File: config.mk
export PLATFORM = sky130hd
export DESIGN_NAME = wlm_wake_line_manager
export DESIGN_NICKNAME = d
export VERILOG_FILES = /design/src/verilog/wlm_pkg.sv /design/src/verilog/wlm_wake_line_manager.sv
export SDC_FILE = /design/constraint.sdc
export NUM_CORES = 1
export LEC_CHECK = 0
export ABC_AREA = 0
export BUFFER_PORTS_ARGS = -buffer_cell sky130_fd_sc_hd__buf_2
export CORE_ASPECT_RATIO = 1.25
export CORE_UTILIZATION = 60
export CTS_CLUSTER_SIZE = 8
export DETAILED_ROUTE_END_ITERATION = 10
export GPL_TIMING_DRIVEN = 0
export PLACE_DENSITY = 0.79
export SYNTH_ARGS = -nofsm -noshare
export SYNTH_HDL_FRONTEND = slang
export SYNTH_SLANG_ARGS = --single-unit
export TNS_END_PERCENT = 10
File: constraint.sdc
create_clock -name sys_clk -period 4.5 [get_ports sys_clk]
set_clock_uncertainty 0.05 [all_clocks]
set_input_delay 0 -clock sys_clk [delete_from_list [all_inputs] [get_ports sys_clk]]
set_output_delay 0 -clock sys_clk [all_outputs]
set_load 0.02 [all_outputs]
File: src/verilog/wlm_pkg.sv
// wlm_pkg: constants, register map and carrier types for the wake line manager
// assumes an 8-bit register port and one system clock
package wlm_pkg;
    localparam int           LINE_COUNT      = 16;
    localparam logic [2:0]   ADDR_CTRL       = 3'h0;
    localparam logic [2:0]   ADDR_MASK_HIGH  = 3'h1;
    localparam logic [2:0]   ADDR_MASK_LOW   = 3'h2;
    localparam logic [2:0]   ADDR_EDGE_HIGH  = 3'h3;
    localparam logic [2:0]   ADDR_EDGE_LOW   = 3'h4;
    localparam logic [2:0]   ADDR_PEND_HIGH  = 3'h5;
    localparam logic [2:0]   ADDR_PEND_LOW   = 3'h6;
    localparam logic [2:0]   ADDR_STATUS     = 3'h7;
    localparam int           CTRL_WAKE_BIT   = 0;
    localparam int           CTRL_SRC_BIT    = 1;
    localparam int           CTRL_STOP_BIT   = 2;
    localparam int           STAT_EXIT_BIT   = 0;
    localparam logic [7:0]   CTRL_RESET      = 8'h00;
    localparam logic [15:0]  MASK_RESET      = 16'h0000;
    localparam logic [15:0]  EDGE_RESET      = 16'h0000;
    localparam int           CLK_MHZ         = 50;
    localparam int           OSC_RESTART_US  = 100;
    localparam int           OSC_RESTART_CYC = OSC_RESTART_US * CLK_MHZ;

    typedef struct packed {
        logic [2:0] addr;
        logic [7:0] wdata;
        logic       wr;
        logic       rd;
    } wlm_bus_s;

    typedef enum logic [1:0] {SEQ_IDLE, SEQ_ONE, SEQ_ZERO} wlm_seq_e;
    typedef enum logic [1:0] {PM_RUN, PM_STOP, PM_RESTART} wlm_pm_e;
endpackage : wlm_pkg

File: src/verilog/wlm_wake_line_manager.sv
// wlm_wake_line_manager: sixteen edge lines feeding the shared irq channel and stop wake-up
// assumes lines are asynchronous pins; cpu acks and irq enable come on sys_clk
`timescale 1ns/1ns
module wlm_wake_line_manager #(
    parameter int OSC_CYC = wlm_pkg::OSC_RESTART_CYC
) (
    input  wire logic                            sys_clk,
    input  wire logic                            rst_b,
    input  wire logic                            clkEn,
    input  wire wlm_pkg::wlm_bus_s               bus,
    output logic [7:0]                           rdData,
    input  wire logic [wlm_pkg::LINE_COUNT-1:0]  extraWakeLine,
    input  wire logic                            dedicatedExtIrqPin,
    input  wire logic                            cpuIrqEnable,
    input  wire logic                            cpuAck,
    output logic                                 sharedExtIrqChannel,
    output logic                                 stopMode,
    output logic                                 clockRun
);
    import wlm_pkg::*;

    logic [LINE_COUNT-1:0] sync1_reg;
    logic [LINE_COUNT-1:0] sync2_reg;
    logic [LINE_COUNT-1:0] prev_reg;
    logic                  pin1_reg;
    logic                  pin2_reg;
    logic [LINE_COUNT-1:0] mask_reg;
    logic [LINE_COUNT-1:0] edge_reg;
    logic [LINE_COUNT-1:0] pend_reg;
    logic [LINE_COUNT-1:0] pend_next;
    logic [LINE_COUNT-1:0] hit;
    logic                  wakeMode_reg;
    logic                  srcSel_reg;
    logic                  stopBit_reg;
    logic                  exitFlag_reg;
    logic                  chan_reg;
    logic                  anyActive;
    logic                  wakeEvent;
    logic                  seqOk;
    logic                  stopWr;
    logic                  otherWr;
    wlm_seq_e              seq_reg;
    wlm_pm_e               pm_reg;
    logic [31:0]           oscCnt_reg;
    logic [1:0]            skip_reg;
    logic                  abortEv;

    assign stopWr  = bus.wr && bus.addr == ADDR_CTRL;
    assign otherWr = bus.wr && bus.addr != ADDR_CTRL;
    assign abortEv = cpuAck || otherWr || wakeEvent;

    // input synchronisers
    always_ff @(posedge sys_clk)
    begin
        if (!rst_b)
        begin
            sync1_reg <= '0;
            sync2_reg <= '0;
            prev_reg  <= '0;
            pin1_reg  <= 1'b0;
            pin2_reg  <= 1'b0;
        end
        else if (clkEn)
        begin
            sync1_reg <= extraWakeLine;
            sync2_reg <= sync1_reg;
            prev_reg  <= sync2_reg;
            pin1_reg  <= dedicatedExtIrqPin;
            pin2_reg  <= pin1_reg;
        end
    end

    // per-line edge detect on selected polarity
    genvar g;
    generate
        for (g = 0; g < LINE_COUNT; g++)
        begin : g_line
            assign hit[g] = edge_reg[g] ? (sync2_reg[g] & ~prev_reg[g])
                                        : (~sync2_reg[g] & prev_reg[g]);
        end
    endgenerate

    // pending: software clear by writing zero, set wins
    always_comb
    begin
        pend_next = pend_reg;
        if (bus.wr && bus.addr == ADDR_PEND_HIGH)
            pend_next[15:8] = pend_reg[15:8] & bus.wdata;
        if (bus.wr && bus.addr == ADDR_PEND_LOW)
            pend_next[7:0] = pend_reg[7:0] & bus.wdata;
        pend_next = pend_next | hit;
    end

    always_ff @(posedge sys_clk)
    begin
        if (!rst_b)
            pend_reg <= '0;
        else if (clkEn)
            pend_reg <= pend_next;
    end

    // configuration registers
    always_ff @(posedge sys_clk)
    begin
        if (!rst_b)
        begin
            mask_reg     <= MASK_RESET;
            edge_reg     <= EDGE_RESET;
            wakeMode_reg <= CTRL_RESET[CTRL_WAKE_BIT];
            srcSel_reg   <= CTRL_RESET[CTRL_SRC_BIT];
        end
        else if (clkEn && bus.wr)
        begin
            case (bus.addr)
                ADDR_CTRL:
                begin
                    wakeMode_reg <= bus.wdata[CTRL_WAKE_BIT];
                    srcSel_reg   <= bus.wdata[CTRL_SRC_BIT];
                end
                ADDR_MASK_HIGH: mask_reg[15:8] <= bus.wdata;
                ADDR_MASK_LOW:  mask_reg[7:0]  <= bus.wdata;
                ADDR_EDGE_HIGH: edge_reg[15:8] <= bus.wdata;
                ADDR_EDGE_LOW:  edge_reg[7:0]  <= bus.wdata;
                default: ;
            endcase
        end
    end

    assign anyActive = |(pend_reg & mask_reg);
    assign wakeEvent = anyActive && wakeMode_reg;
    assign seqOk     = wakeMode_reg && !anyActive && (|mask_reg);

    // shared channel source and rising edge on first unmasked pending
    always_ff @(posedge sys_clk)
    begin
        if (!rst_b)
            chan_reg <= 1'b0;
        else if (clkEn)
            chan_reg <= srcSel_reg ? anyActive : pin2_reg;
    end
    assign sharedExtIrqChannel = chan_reg;

    // stop write sequence
    always_ff @(posedge sys_clk)
    begin
        if (!rst_b)
            seq_reg <= SEQ_IDLE;
        else if (clkEn)
        begin
            if (cpuAck || otherWr || wakeEvent)
                seq_reg <= SEQ_IDLE;
            else if (stopWr && skip_reg == 2'h0)
            begin
                case (seq_reg)
                    SEQ_IDLE: seq_reg <= bus.wdata[CTRL_STOP_BIT] ? SEQ_ONE : SEQ_IDLE;
                    SEQ_ONE:  seq_reg <= bus.wdata[CTRL_STOP_BIT] ? SEQ_ONE : SEQ_ZERO;
                    SEQ_ZERO: seq_reg <= SEQ_IDLE;
                    default:  seq_reg <= SEQ_IDLE;
                endcase
            end
        end
    end

    // writes left over from a broken sequence cannot start a new one
    always_ff @(posedge sys_clk)
    begin
        if (!rst_b)
            skip_reg <= 2'h0;
        else if (clkEn)
        begin
            if (abortEv && seq_reg == SEQ_ONE)
                skip_reg <= 2'h2;
            else if (abortEv && seq_reg == SEQ_ZERO)
                skip_reg <= 2'h1;
            else if (stopWr && skip_reg != 2'h0)
                skip_reg <= skip_reg - 2'h1;
        end
    end

    // power mode, stop bit and exit flag
    always_ff @(posedge sys_clk)
    begin
        if (!rst_b)
        begin
            pm_reg       <= PM_RUN;
            stopBit_reg  <= 1'b0;
            exitFlag_reg <= 1'b0;
            oscCnt_reg   <= '0;
        end
        else if (clkEn)
        begin
            case (pm_reg)
                PM_RUN:
                begin
                    if (cpuAck || otherWr || wakeEvent)
                    begin
                        stopBit_reg  <= 1'b0;
                        if (seq_reg != SEQ_IDLE)
                            exitFlag_reg <= 1'b0;
                    end
                    else if (stopWr && skip_reg != 2'h0)
                        stopBit_reg <= 1'b0;
                    else if (stopWr && seq_reg == SEQ_ZERO
                             && bus.wdata[CTRL_STOP_BIT] && seqOk)
                    begin
                        stopBit_reg <= 1'b1;
                        pm_reg      <= PM_STOP;
                    end
                    else if (stopWr)
                    begin
                        stopBit_reg <= bus.wdata[CTRL_STOP_BIT] && seq_reg == SEQ_IDLE;
                        if (bus.wdata[CTRL_STOP_BIT] && seq_reg == SEQ_IDLE)
                            exitFlag_reg <= 1'b0;
                    end
                    else if (bus.wr && bus.addr == ADDR_STATUS
                             && !bus.wdata[STAT_EXIT_BIT])
                        exitFlag_reg <= 1'b0;
                end
                PM_STOP:
                begin
                    if (wakeEvent)
                    begin
                        stopBit_reg  <= 1'b0;
                        exitFlag_reg <= 1'b1;
                        oscCnt_reg   <= '0;
                        pm_reg       <= PM_RESTART;
                    end
                end
                PM_RESTART:
                begin
                    if (oscCnt_reg >= 32'(OSC_CYC - 1))
                        pm_reg <= PM_RUN;
                    else
                        oscCnt_reg <= oscCnt_reg + 32'h1;
                end
                default: pm_reg <= PM_RUN;
            endcase
        end
    end

    assign stopMode = pm_reg != PM_RUN;
    assign clockRun = pm_reg == PM_RUN;

    // register read port
    always_ff @(posedge sys_clk)
    begin
        if (!rst_b)
            rdData <= 8'h00;
        else if (clkEn && bus.rd)
        begin
            case (bus.addr)
                ADDR_CTRL:      rdData <= {5'h00, stopBit_reg, srcSel_reg, wakeMode_reg};
                ADDR_MASK_HIGH: rdData <= mask_reg[15:8];
                ADDR_MASK_LOW:  rdData <= mask_reg[7:0];
                ADDR_EDGE_HIGH: rdData <= edge_reg[15:8];
                ADDR_EDGE_LOW:  rdData <= edge_reg[7:0];
                ADDR_PEND_HIGH: rdData <= pend_reg[15:8];
                ADDR_PEND_LOW:  rdData <= pend_reg[7:0];
                ADDR_STATUS:    rdData <= {7'h00, exitFlag_reg};
                default:        rdData <= 8'h00;
            endcase
        end
    end

    // checks
    property p_srcPin;
        @(posedge sys_clk) disable iff (!rst_b)
        (clkEn && !srcSel_reg) |=> (sharedExtIrqChannel == $past(pin2_reg));
    endproperty
    a_srcPin: assert property (p_srcPin) else $error("channel not from pin");

    property p_edgeSet;
        @(posedge sys_clk) disable iff (!rst_b)
        (clkEn && hit[0]) |=> pend_reg[0];
    endproperty
    a_edgeSet: assert property (p_edgeSet) else $error("pending not set");

    property p_ackAbort;
        @(posedge sys_clk) disable iff (!rst_b)
        (clkEn && cpuAck && pm_reg == PM_RUN) |=> (!stopBit_reg && seq_reg == SEQ_IDLE);
    endproperty
    a_ackAbort: assert property (p_ackAbort) else $error("ack did not abort");

    property p_wakeExit;
        @(posedge sys_clk) disable iff (!rst_b)
        (clkEn && pm_reg == PM_STOP && wakeEvent) |=> (exitFlag_reg && !stopBit_reg);
    endproperty
    a_wakeExit: assert property (p_wakeExit) else $error("bad stop exit");

    property p_entryCond;
        @(posedge sys_clk) disable iff (!rst_b)
        $rose(pm_reg == PM_STOP) |-> $past(seqOk) && $past(seq_reg) == SEQ_ZERO;
    endproperty
    a_entryCond: assert property (p_entryCond) else $error("stop without conditions");

    property p_noStopWake;
        @(posedge sys_clk) disable iff (!rst_b)
        (clkEn && pm_reg == PM_RUN && wakeEvent) |=> pm_reg == PM_RUN;
    endproperty
    a_noStopWake: assert property (p_noStopWake) else $error("stop despite wake");

    property p_chanRise;
        @(posedge sys_clk) disable iff (!rst_b)
        (clkEn && srcSel_reg && anyActive && !$past(anyActive)) |=> sharedExtIrqChannel;
    endproperty
    a_chanRise: assert property (p_chanRise) else $error("no channel edge");

    property p_restart;
        @(posedge sys_clk) disable iff (!rst_b)
        (clkEn && pm_reg == PM_RESTART && oscCnt_reg < 32'(OSC_CYC - 1)) |=> !clockRun;
    endproperty
    a_restart: assert property (p_restart) else $error("clock ran early");

    property p_skipHold;
        @(posedge sys_clk) disable iff (!rst_b)
        (clkEn && pm_reg == PM_RUN && stopWr && skip_reg != 2'h0)
            |=> !stopBit_reg && pm_reg == PM_RUN;
    endproperty
    a_skipHold: assert property (p_skipHold) else $error("broken sequence set stop");

    c_enter:  cover property (@(posedge sys_clk) $rose(stopMode));
    c_exit:   cover property (@(posedge sys_clk) $fell(stopMode));
    c_abort:  cover property (@(posedge sys_clk) seq_reg == SEQ_ZERO && cpuAck);
    c_isrWake: cover property (@(posedge sys_clk) seq_reg == SEQ_ONE && wakeEvent && cpuIrqEnable);
endmodule : wlm_wake_line_manager

# After elaboration in Yosys (flattened, before gate mapping)
# Cells that the tools add are included.
totals:
  ram_bits: 0
  register_bits: 149
  mem_bits_ro: 0
  wordCells: 214
  mem_count: 0
  in_bits: 35
  out_inout_bits: 11
  latchBits: 0
classes:
  shifts: 0
  magnitude_cmp: 1
  multipliers: 0
  n_eq_ne: 23
  n_reduce_logical: 48
  bitwise_logic: 68
  n_div: 0
  n_addsub: 2
  n_mux: 52
op_table:
  columns: ["op", "n"]
  rows:
  - ["2-to-1 mux 32 bit", 2]
  - ["case mux 32 bit (2 select lines)", 1]
  - ["case mux 8 bit (8 select lines)", 1]
  - ["adder 32 x 1 -> 32 bit, second input constant", 1]
  - ["bitwise AND 1 bit", 32]
  - [">= comparator 32 x 13 -> 1 bit, second input constant", 1]
  - ["NOT 1 bit", 32]
  - ["OR reduction 16 bit", 2]
  - ["2-to-1 mux 1 bit", 31]
  - ["2-to-1 mux 2 bit", 11]
  - ["logical AND 1 bit", 19]
  - ["bitwise AND 16 bit", 1]
  - ["bitwise AND 8 bit", 2]
  - ["2-to-1 mux 8 bit", 2]
  - ["bitwise OR 16 bit", 1]
  - ["AND reduction 2 bit", 7]
  - ["== test 3 bit, second input constant", 4]
  - ["nonzero test 2 bit", 6]
  - ["!= test 2 bit, second input constant", 5]
  - ["AND reduction 4 bit", 2]
  - ["AND reduction 8 bit", 1]
  - ["== test 3 x 2 -> 1 bit, second input constant", 2]
  - ["zero test 2 bit", 3]
  - ["!= test 3 bit, second input constant", 2]
  - ["other kinds (17)", 23]

# Longest topological paths before layout
depth:
  ltp_word: 10
  mapped_depth: 8
  ltp_nobuf: 7

# Worst setup path before layout
# No wires, ideal clock.
synth_timing:
  path_type: "reg2reg"
  from: "register mask_reg[9]"
  to: "register stopBit_reg"
  required_ps: 4354
  n_path_buf: 1
  slack_ps: 2212
  setup_time_ps: 96
  period_less_slack_ps: 2288
  stages_incl_launch_ff: 8
  arrival_time_ps: 2142
  path_cell_list: "dfxtp_1 -> a22oi_1 -> nand2_1 -> or4_4 -> buf_6 -> o32a_1 -> or4_1 -> o41ai_2"
synth_between:
  elab_chain_cells: 10
  word_cells_on_any_way: 16
  classes_between: "eq/ne: 2; mux: 4; bitwise: 1; reduce/logical: 9"
synth_lines:
  columns: ["item", "line_no", "source"]
  rows:
  - ["start: declaration", "wlm_wake_line_manager.sv:27", "logic [LINE_COUNT-1:0] mask_reg;"]
  - ["start signal: assignment", "wlm_wake_line_manager.sv:120", "ADDR_MASK_HIGH: mask_reg[15:8] <= bus.wdata;"]
  - ["bitwise AND 16 bit", "wlm_wake_line_manager.sv:129", "assign anyActive = |(pend_reg & mask_reg);"]
  - ["OR reduction 16 bit", "wlm_wake_line_manager.sv:129", null]
  - ["zero test 1 bit", "wlm_wake_line_manager.sv:131", "assign seqOk = wakeMode_reg && !anyActive && (|mask_reg);"]
  - ["logical AND 1 bit (2 in series)", "wlm_wake_line_manager.sv:131", null]
  - ["logical AND 1 bit", "wlm_wake_line_manager.sv:204", "&& bus.wdata[CTRL_STOP_BIT] && seqOk)"]
  - ["2-to-1 mux 1 bit", "wlm_wake_line_manager.sv:203", "else if (stopWr && seq_reg == SEQ_ZERO"]
  - ["2-to-1 mux 1 bit", "wlm_wake_line_manager.sv:201", "else if (stopWr && skip_reg != 2'h0)"]
  - ["2-to-1 mux 1 bit", "wlm_wake_line_manager.sv:195", "if (cpuAck || otherWr || wakeEvent)"]
  - ["case mux 1 bit (2 select lines)", "wlm_wake_line_manager.sv:192", "case (pm_reg)"]
  - ["end signal: assignment", "wlm_wake_line_manager.sv:197", "stopBit_reg <= 1'b0;"]
  - ["end signal: assignment", "wlm_wake_line_manager.sv:202", "stopBit_reg <= 1'b0;"]
  - ["end signal: assignment", "wlm_wake_line_manager.sv:206", "stopBit_reg <= 1'b1;"]
  - ["end: declaration", "wlm_wake_line_manager.sv:34", "logic stopBit_reg;"]
# Parallel ways exist; a longest one is shown, timed or not.
# A chain may end at the register's enable or synchronous reset.

# Worst setup path in the final report
layout_timing:
  from: "register mask_reg[11]"
  to: "register oscCnt_reg[8]"
layout_between:
  elab_chain_cells: 5
layout_lines:
  columns: ["item", "line_no", "source"]
  rows:
  - ["bitwise AND 16 bit", "wlm_wake_line_manager.sv:129", null]
  - ["OR reduction 16 bit", "wlm_wake_line_manager.sv:129", null]
  - ["logical AND 1 bit", "wlm_wake_line_manager.sv:130", "assign wakeEvent = anyActive && wakeMode_reg;"]
  - ["!= test 2 bit (no source line)", null, null]
  - ["AND reduction 4 bit (no source line)", null, null]
  - ["end signal: assignment", "wlm_wake_line_manager.sv:234", "oscCnt_reg <= oscCnt_reg + 32'h1;"]
  - ["end: declaration", "wlm_wake_line_manager.sv:44", "logic [31:0] oscCnt_reg;"]
# Every way passes these cells.

==> summary.md <==
| Metric | Value |
|---|---|
| Comb pwr share | 0.070 |
| Power density normalized to cell area | approximately 360 nW/um2 |
| Top cells by area in the synthesized netlist | sky130_fd_sc_hd__dfxtp_1 (43%), sky130_fd_sc_hd__mux2i_1 (13%), sky130_fd_sc_hd__nor2_1 (7.0%) |
| Type of element capturing the critical path | flip-flop |
| Maximum buffer depth of the clock tree | 2 |
| Yosys top cell area share | 0.4307 |
| Cells along the critical path | a22oi_2 -> nand2_1 -> or4_4 -> a31oi_1 -> buf_2 -> o31ai_1 -> a21oi_1 |
| Type of the worst setup path | flip-flop to flip-flop |
| Fraction of final layout cells sized beyond drive strength 1 | 0.1044 |
| Clock period minus final worst setup slack | ~2.7 ns |
| Rel. slew slack | 0.2567 |
| Largest area contributor in the netlist | sky130_fd_sc_hd__dfxtp_1 |
| Number of iterations in the first detailed-routing pass | 9 |
| Vias/cell | around 6.4 |
| IR Drop Worst-Case VDD | 270.1 uV |
| Number of max-slew violations in the final report | 0 |
| Die area | between 10000 and 15000 um2 |
| Clock sink total | approximately 150 |
| Post-DRT Antenna Nets | 0 |
| Summed area of non-filler cells in the final layout | around 8000 um2 |
| Detailed router's first-iteration violation count | 519 |
| Total Routing Usage GR | 0.3432 |
| Antenna diode count | 0 |
| Routed WL | 19.90 mm |
| Max-cap violations | 0 |
| Kind of cell with the highest combined delay on the critical path | compound AO/OA/AOI/OAI gates |
| HPWL Detailed | about 14 mm |
| Crit path buf inv count | 1 |
| Share of synthesized registers carrying an async set or reset | 0 |
| Largest net degree at the start of global routing | 17 |
| Number of warnings reported in the yosys synthesis log | 0 |
| Buffers inserted by post-CTS timing repair | 0 |
| Number of setup violations in the final report | 0 |
| CTS clock-pin slew for the worst setup and hold paths | ~0.06 ns |
| Distinct cells, synth | 57 |
| Reg power frac | 0.461 |
| Post-route DRC violation count | 4 |
| Gate Count Post-Synth | a little under 800 |
| Sw Pwr | approximately 0.74 mW |
| Worst min-delay path class | input pin to flip-flop |
| Min Hold Slack | 0.01127 ns |
| Internal power component | between 2 and 2.5 mW |
| Crit path max fanout | 10 |
| # fillers | ~880 |
| Prevailing post-synth register cell | sky130_fd_sc_hd__dfxtp_1 |
| LEAKAGE | about 3.2 nW |
| Worst skew pair latency | 0.42 ns |
| Number of flip-flops in the largest register | 32 |
| GP Congestion | about 0.91 |
| Resized cells post-CTS | 0 |
| Final std cells w/o fill | about 1000 |
| Post-synthesis instance area | 6925 um2 |
| Cell at the root of the clock tree | sky130_fd_sc_hd__clkbuf_16 |
| Fraction of the yosys area taken by sequential cells | 0.4307 |
| Placed Instances | slightly below 1000 |
| Chip height | roughly 120 um |
| Startpoint kind of the worst setup timing path | flip-flop |
| Overflow after GRT | 0 |
| Mean post-synth cell area | 8.722 um2 |
| Final count of hold timing violations | 0 |
| Clock tree from TritonCTS | yes |
| Cell type of the slowest stage on the worst timing path | sky130_fd_sc_hd__a31oi_1 |
| Yosys reg bits | 149 |
| Part of the power in the clock network | 0.469 |
| Violated checks | design-rule violations |
| Switching part of the total power | 0.2493 |
| Layout area overhead | 17.27% |
| H-tree depth | 4 |
| Placed Instance Area | around 7300 um2 |
| Highest attainable clock frequency | about 0.38 GHz |
| Unrepaired setup endpoints after global routing | false |
| Number of standard-cell rows in the floorplan | 43 |
| Horiz. Die Dim | 98.09 um |
| Post-synth EDFFs | 0 |
| Wire length of the first global-routing pass | around 32 mm |
| Num CTS Buffers | 17 |
| Wire length per cell after detailed routing | 19.40 um |
| Arrival time worst endpoint | 2.95 ns |
| Number of top-level pins | 46 |
| Initial Utilization | 0.6189 |
| Placeable core region | about 11000 um2 |
| Via count of the first global-routing pass | ~6300 |
| Critical Path RT | around 4.8 ns |
| Worst Tran Pin Value | ~1.1 ns |
| Max stage delay on crit path | 0.64 ns |
| Share of the clock period used by the worst path | 0.5899 |
| Result of the run | complete, but fails checks |
| Setup Total Neg Slack | 0 ns |
| Total of buffers placed on input and output ports | 40 |
| Number of nets produced by synthesis | ~830 |
| Number of antenna violations at the first check in global routing | 0 |
| Via count | ~6600 |
| Net count of the finished layout | 915 |
==> synthesized netlist by cell type (8+ instances only) <==
cell type	n
sky130_fd_sc_hd__a211oi_1	9
sky130_fd_sc_hd__a21oi_1	59
sky130_fd_sc_hd__a22oi_1	9
sky130_fd_sc_hd__a41oi_1	13
sky130_fd_sc_hd__and3_1	11
sky130_fd_sc_hd__and3b_1	14
sky130_fd_sc_hd__buf_1	14
sky130_fd_sc_hd__clkbuf_1	37
sky130_fd_sc_hd__dfxtp_1	149
sky130_fd_sc_hd__inv_1	18
sky130_fd_sc_hd__mux2i_1	93
sky130_fd_sc_hd__nand2_1	31
sky130_fd_sc_hd__nand3_1	18
sky130_fd_sc_hd__nand4_1	16
sky130_fd_sc_hd__nor2_1	129
sky130_fd_sc_hd__nor2b_1	9
sky130_fd_sc_hd__nor3_1	8
sky130_fd_sc_hd__nor3b_1	18
sky130_fd_sc_hd__nor4_1	15
sky130_fd_sc_hd__o21ai_0	39
sky130_fd_sc_hd__o31ai_1	11
==> stage by stage <==
| step | setup slack [ns] | power [mW] | utilization |
|---|---|---|---|
| 2_1_floorplan | 2.212 | 1.507 | - |
| 3_3_place_gp | 2.034 | 1.574 | 0.6518 |
| 3_5_place_dp | 1.936 | 1.580 | 0.6518 |
| 4_1_cts | 1.908 | 2.956 | 0.7257 |
| 5_1_grt | 1.726 | 3.036 | 0.7257 |
| 6_report | 1.845 | 2.960 | 0.7257 |
==> layout make-up <==
type                            count  area (um2)  share of cell area
Sequential cell                   149        2983              0.3673
Clock inverter                     12       120.1             0.01479
Multi-Input combinational cell    574        3667              0.4515
Clock buffer                       20       456.7             0.05623
Tap cell                          135       168.9             0.02080
Inverter                           18       67.56            0.008319
Buffer                             53       207.7             0.02557
Timing Repair Buffer               65       450.4             0.05546
==> power by group through the flow <==
| stage | Sequential, mW | Combinational (mW) | Clock (mW) |
|---|---|---|---|
| after floorplan | 1.39 | 0.119 | 0 |
| after global placement | 1.39 | 0.182 | 0 |
| after detailed placement | 1.39 | 0.187 | 0 |
| after CTS | 1.36 | 0.205 | 1.39 |
| after global routing | 1.37 | 0.225 | 1.44 |
| final | 1.36 | 0.209 | 1.39 |
==> kinds of logic (layout without fill, tap and decap cells) <==
group / after synthesis / after routing / synth area share
AO/OA/AOI/OAI: 171 / 171 / 0.1572
flip-flops: 149 / 149 / 0.4307
XOR/XNOR: 1 / 1 / 0.001265
AND/OR/NAND/NOR: 301 / 301 / 0.2233
adder cells (fa/ha/maj): 2 / 2 / 0.003613
buffers and inverters: 71 / 168 / 0.03975
multiplexers: 99 / 99 / 0.1442
==> cell usage in the layout, fill, tap and decap left out, types with 5 or more instances in the layout <==
cell type	synthesis	routed
sky130_fd_sc_hd__a211oi_1	9	9
sky130_fd_sc_hd__a21oi_1	59	59
sky130_fd_sc_hd__a221oi_1	5	5
sky130_fd_sc_hd__a22oi_1	9	9
sky130_fd_sc_hd__a31oi_1	5	5
sky130_fd_sc_hd__a41oi_1	13	13
sky130_fd_sc_hd__and2_1	6	6
sky130_fd_sc_hd__and3_1	11	11
sky130_fd_sc_hd__and3b_1	14	14
sky130_fd_sc_hd__and4_1	5	5
sky130_fd_sc_hd__buf_1	14	14
sky130_fd_sc_hd__buf_2	1	41
sky130_fd_sc_hd__clkbuf_1	37	38
sky130_fd_sc_hd__clkbuf_16	0	17
sky130_fd_sc_hd__clkinvlp_4	0	5
sky130_fd_sc_hd__dfxtp_1	149	149
sky130_fd_sc_hd__dlygate4sd3_1	0	25
sky130_fd_sc_hd__inv_1	18	18
sky130_fd_sc_hd__mux2_2	6	6
sky130_fd_sc_hd__mux2i_1	93	93
sky130_fd_sc_hd__nand2_1	31	31
sky130_fd_sc_hd__nand3_1	18	18
sky130_fd_sc_hd__nand4_1	16	16
sky130_fd_sc_hd__nor2_1	129	129
sky130_fd_sc_hd__nor2b_1	9	9
sky130_fd_sc_hd__nor3_1	8	8
sky130_fd_sc_hd__nor3b_1	18	18
sky130_fd_sc_hd__nor4_1	15	15
sky130_fd_sc_hd__o21ai_0	39	39
sky130_fd_sc_hd__o31ai_1	11	11
==> path summary, 6_finish.rpt <==
| check | start | to | slack [ns] | cells past startpoint |
|---|---|---|---|---|
| worst max-delay path | mask_reg[11] | oscCnt_reg[8] | 1.85 | 7 |
| worst min-delay path | bus[0] | rdData[2] | 0.01 | 5 |
| worst max register to register | mask_reg[11] | oscCnt_reg[8] | 1.85 | 7 |
| worst min register to register | oscCnt_reg[31] | oscCnt_reg[31] | 0.40 | 2 |
==> what timing repair did <==
action | in CTS | in global routing
setup endpoints to repair | 0 | 0
hold endpoints to repair | 66 | 0
hold buffers | 25 | 0
==> worst min-delay path: stages <==
cell	delay, ns
sky130_fd_sc_hd__buf_2	0.11
sky130_fd_sc_hd__nand2_1	0.11
sky130_fd_sc_hd__nand2_1	0.06
sky130_fd_sc_hd__o21ai_0	0.06
sky130_fd_sc_hd__and2_1	0.11
==> metal layers <==
metal,vias to the layer above,track usage,part of all wire
li1,3067,-,-
met1,3154,0.4001,0.39
met2,315,0.6087,0.50
met3,77,0.05852,0.063
met4,0,0.1695,0.041
met5,-,0,0
Power figures use the tool's default switching activity.
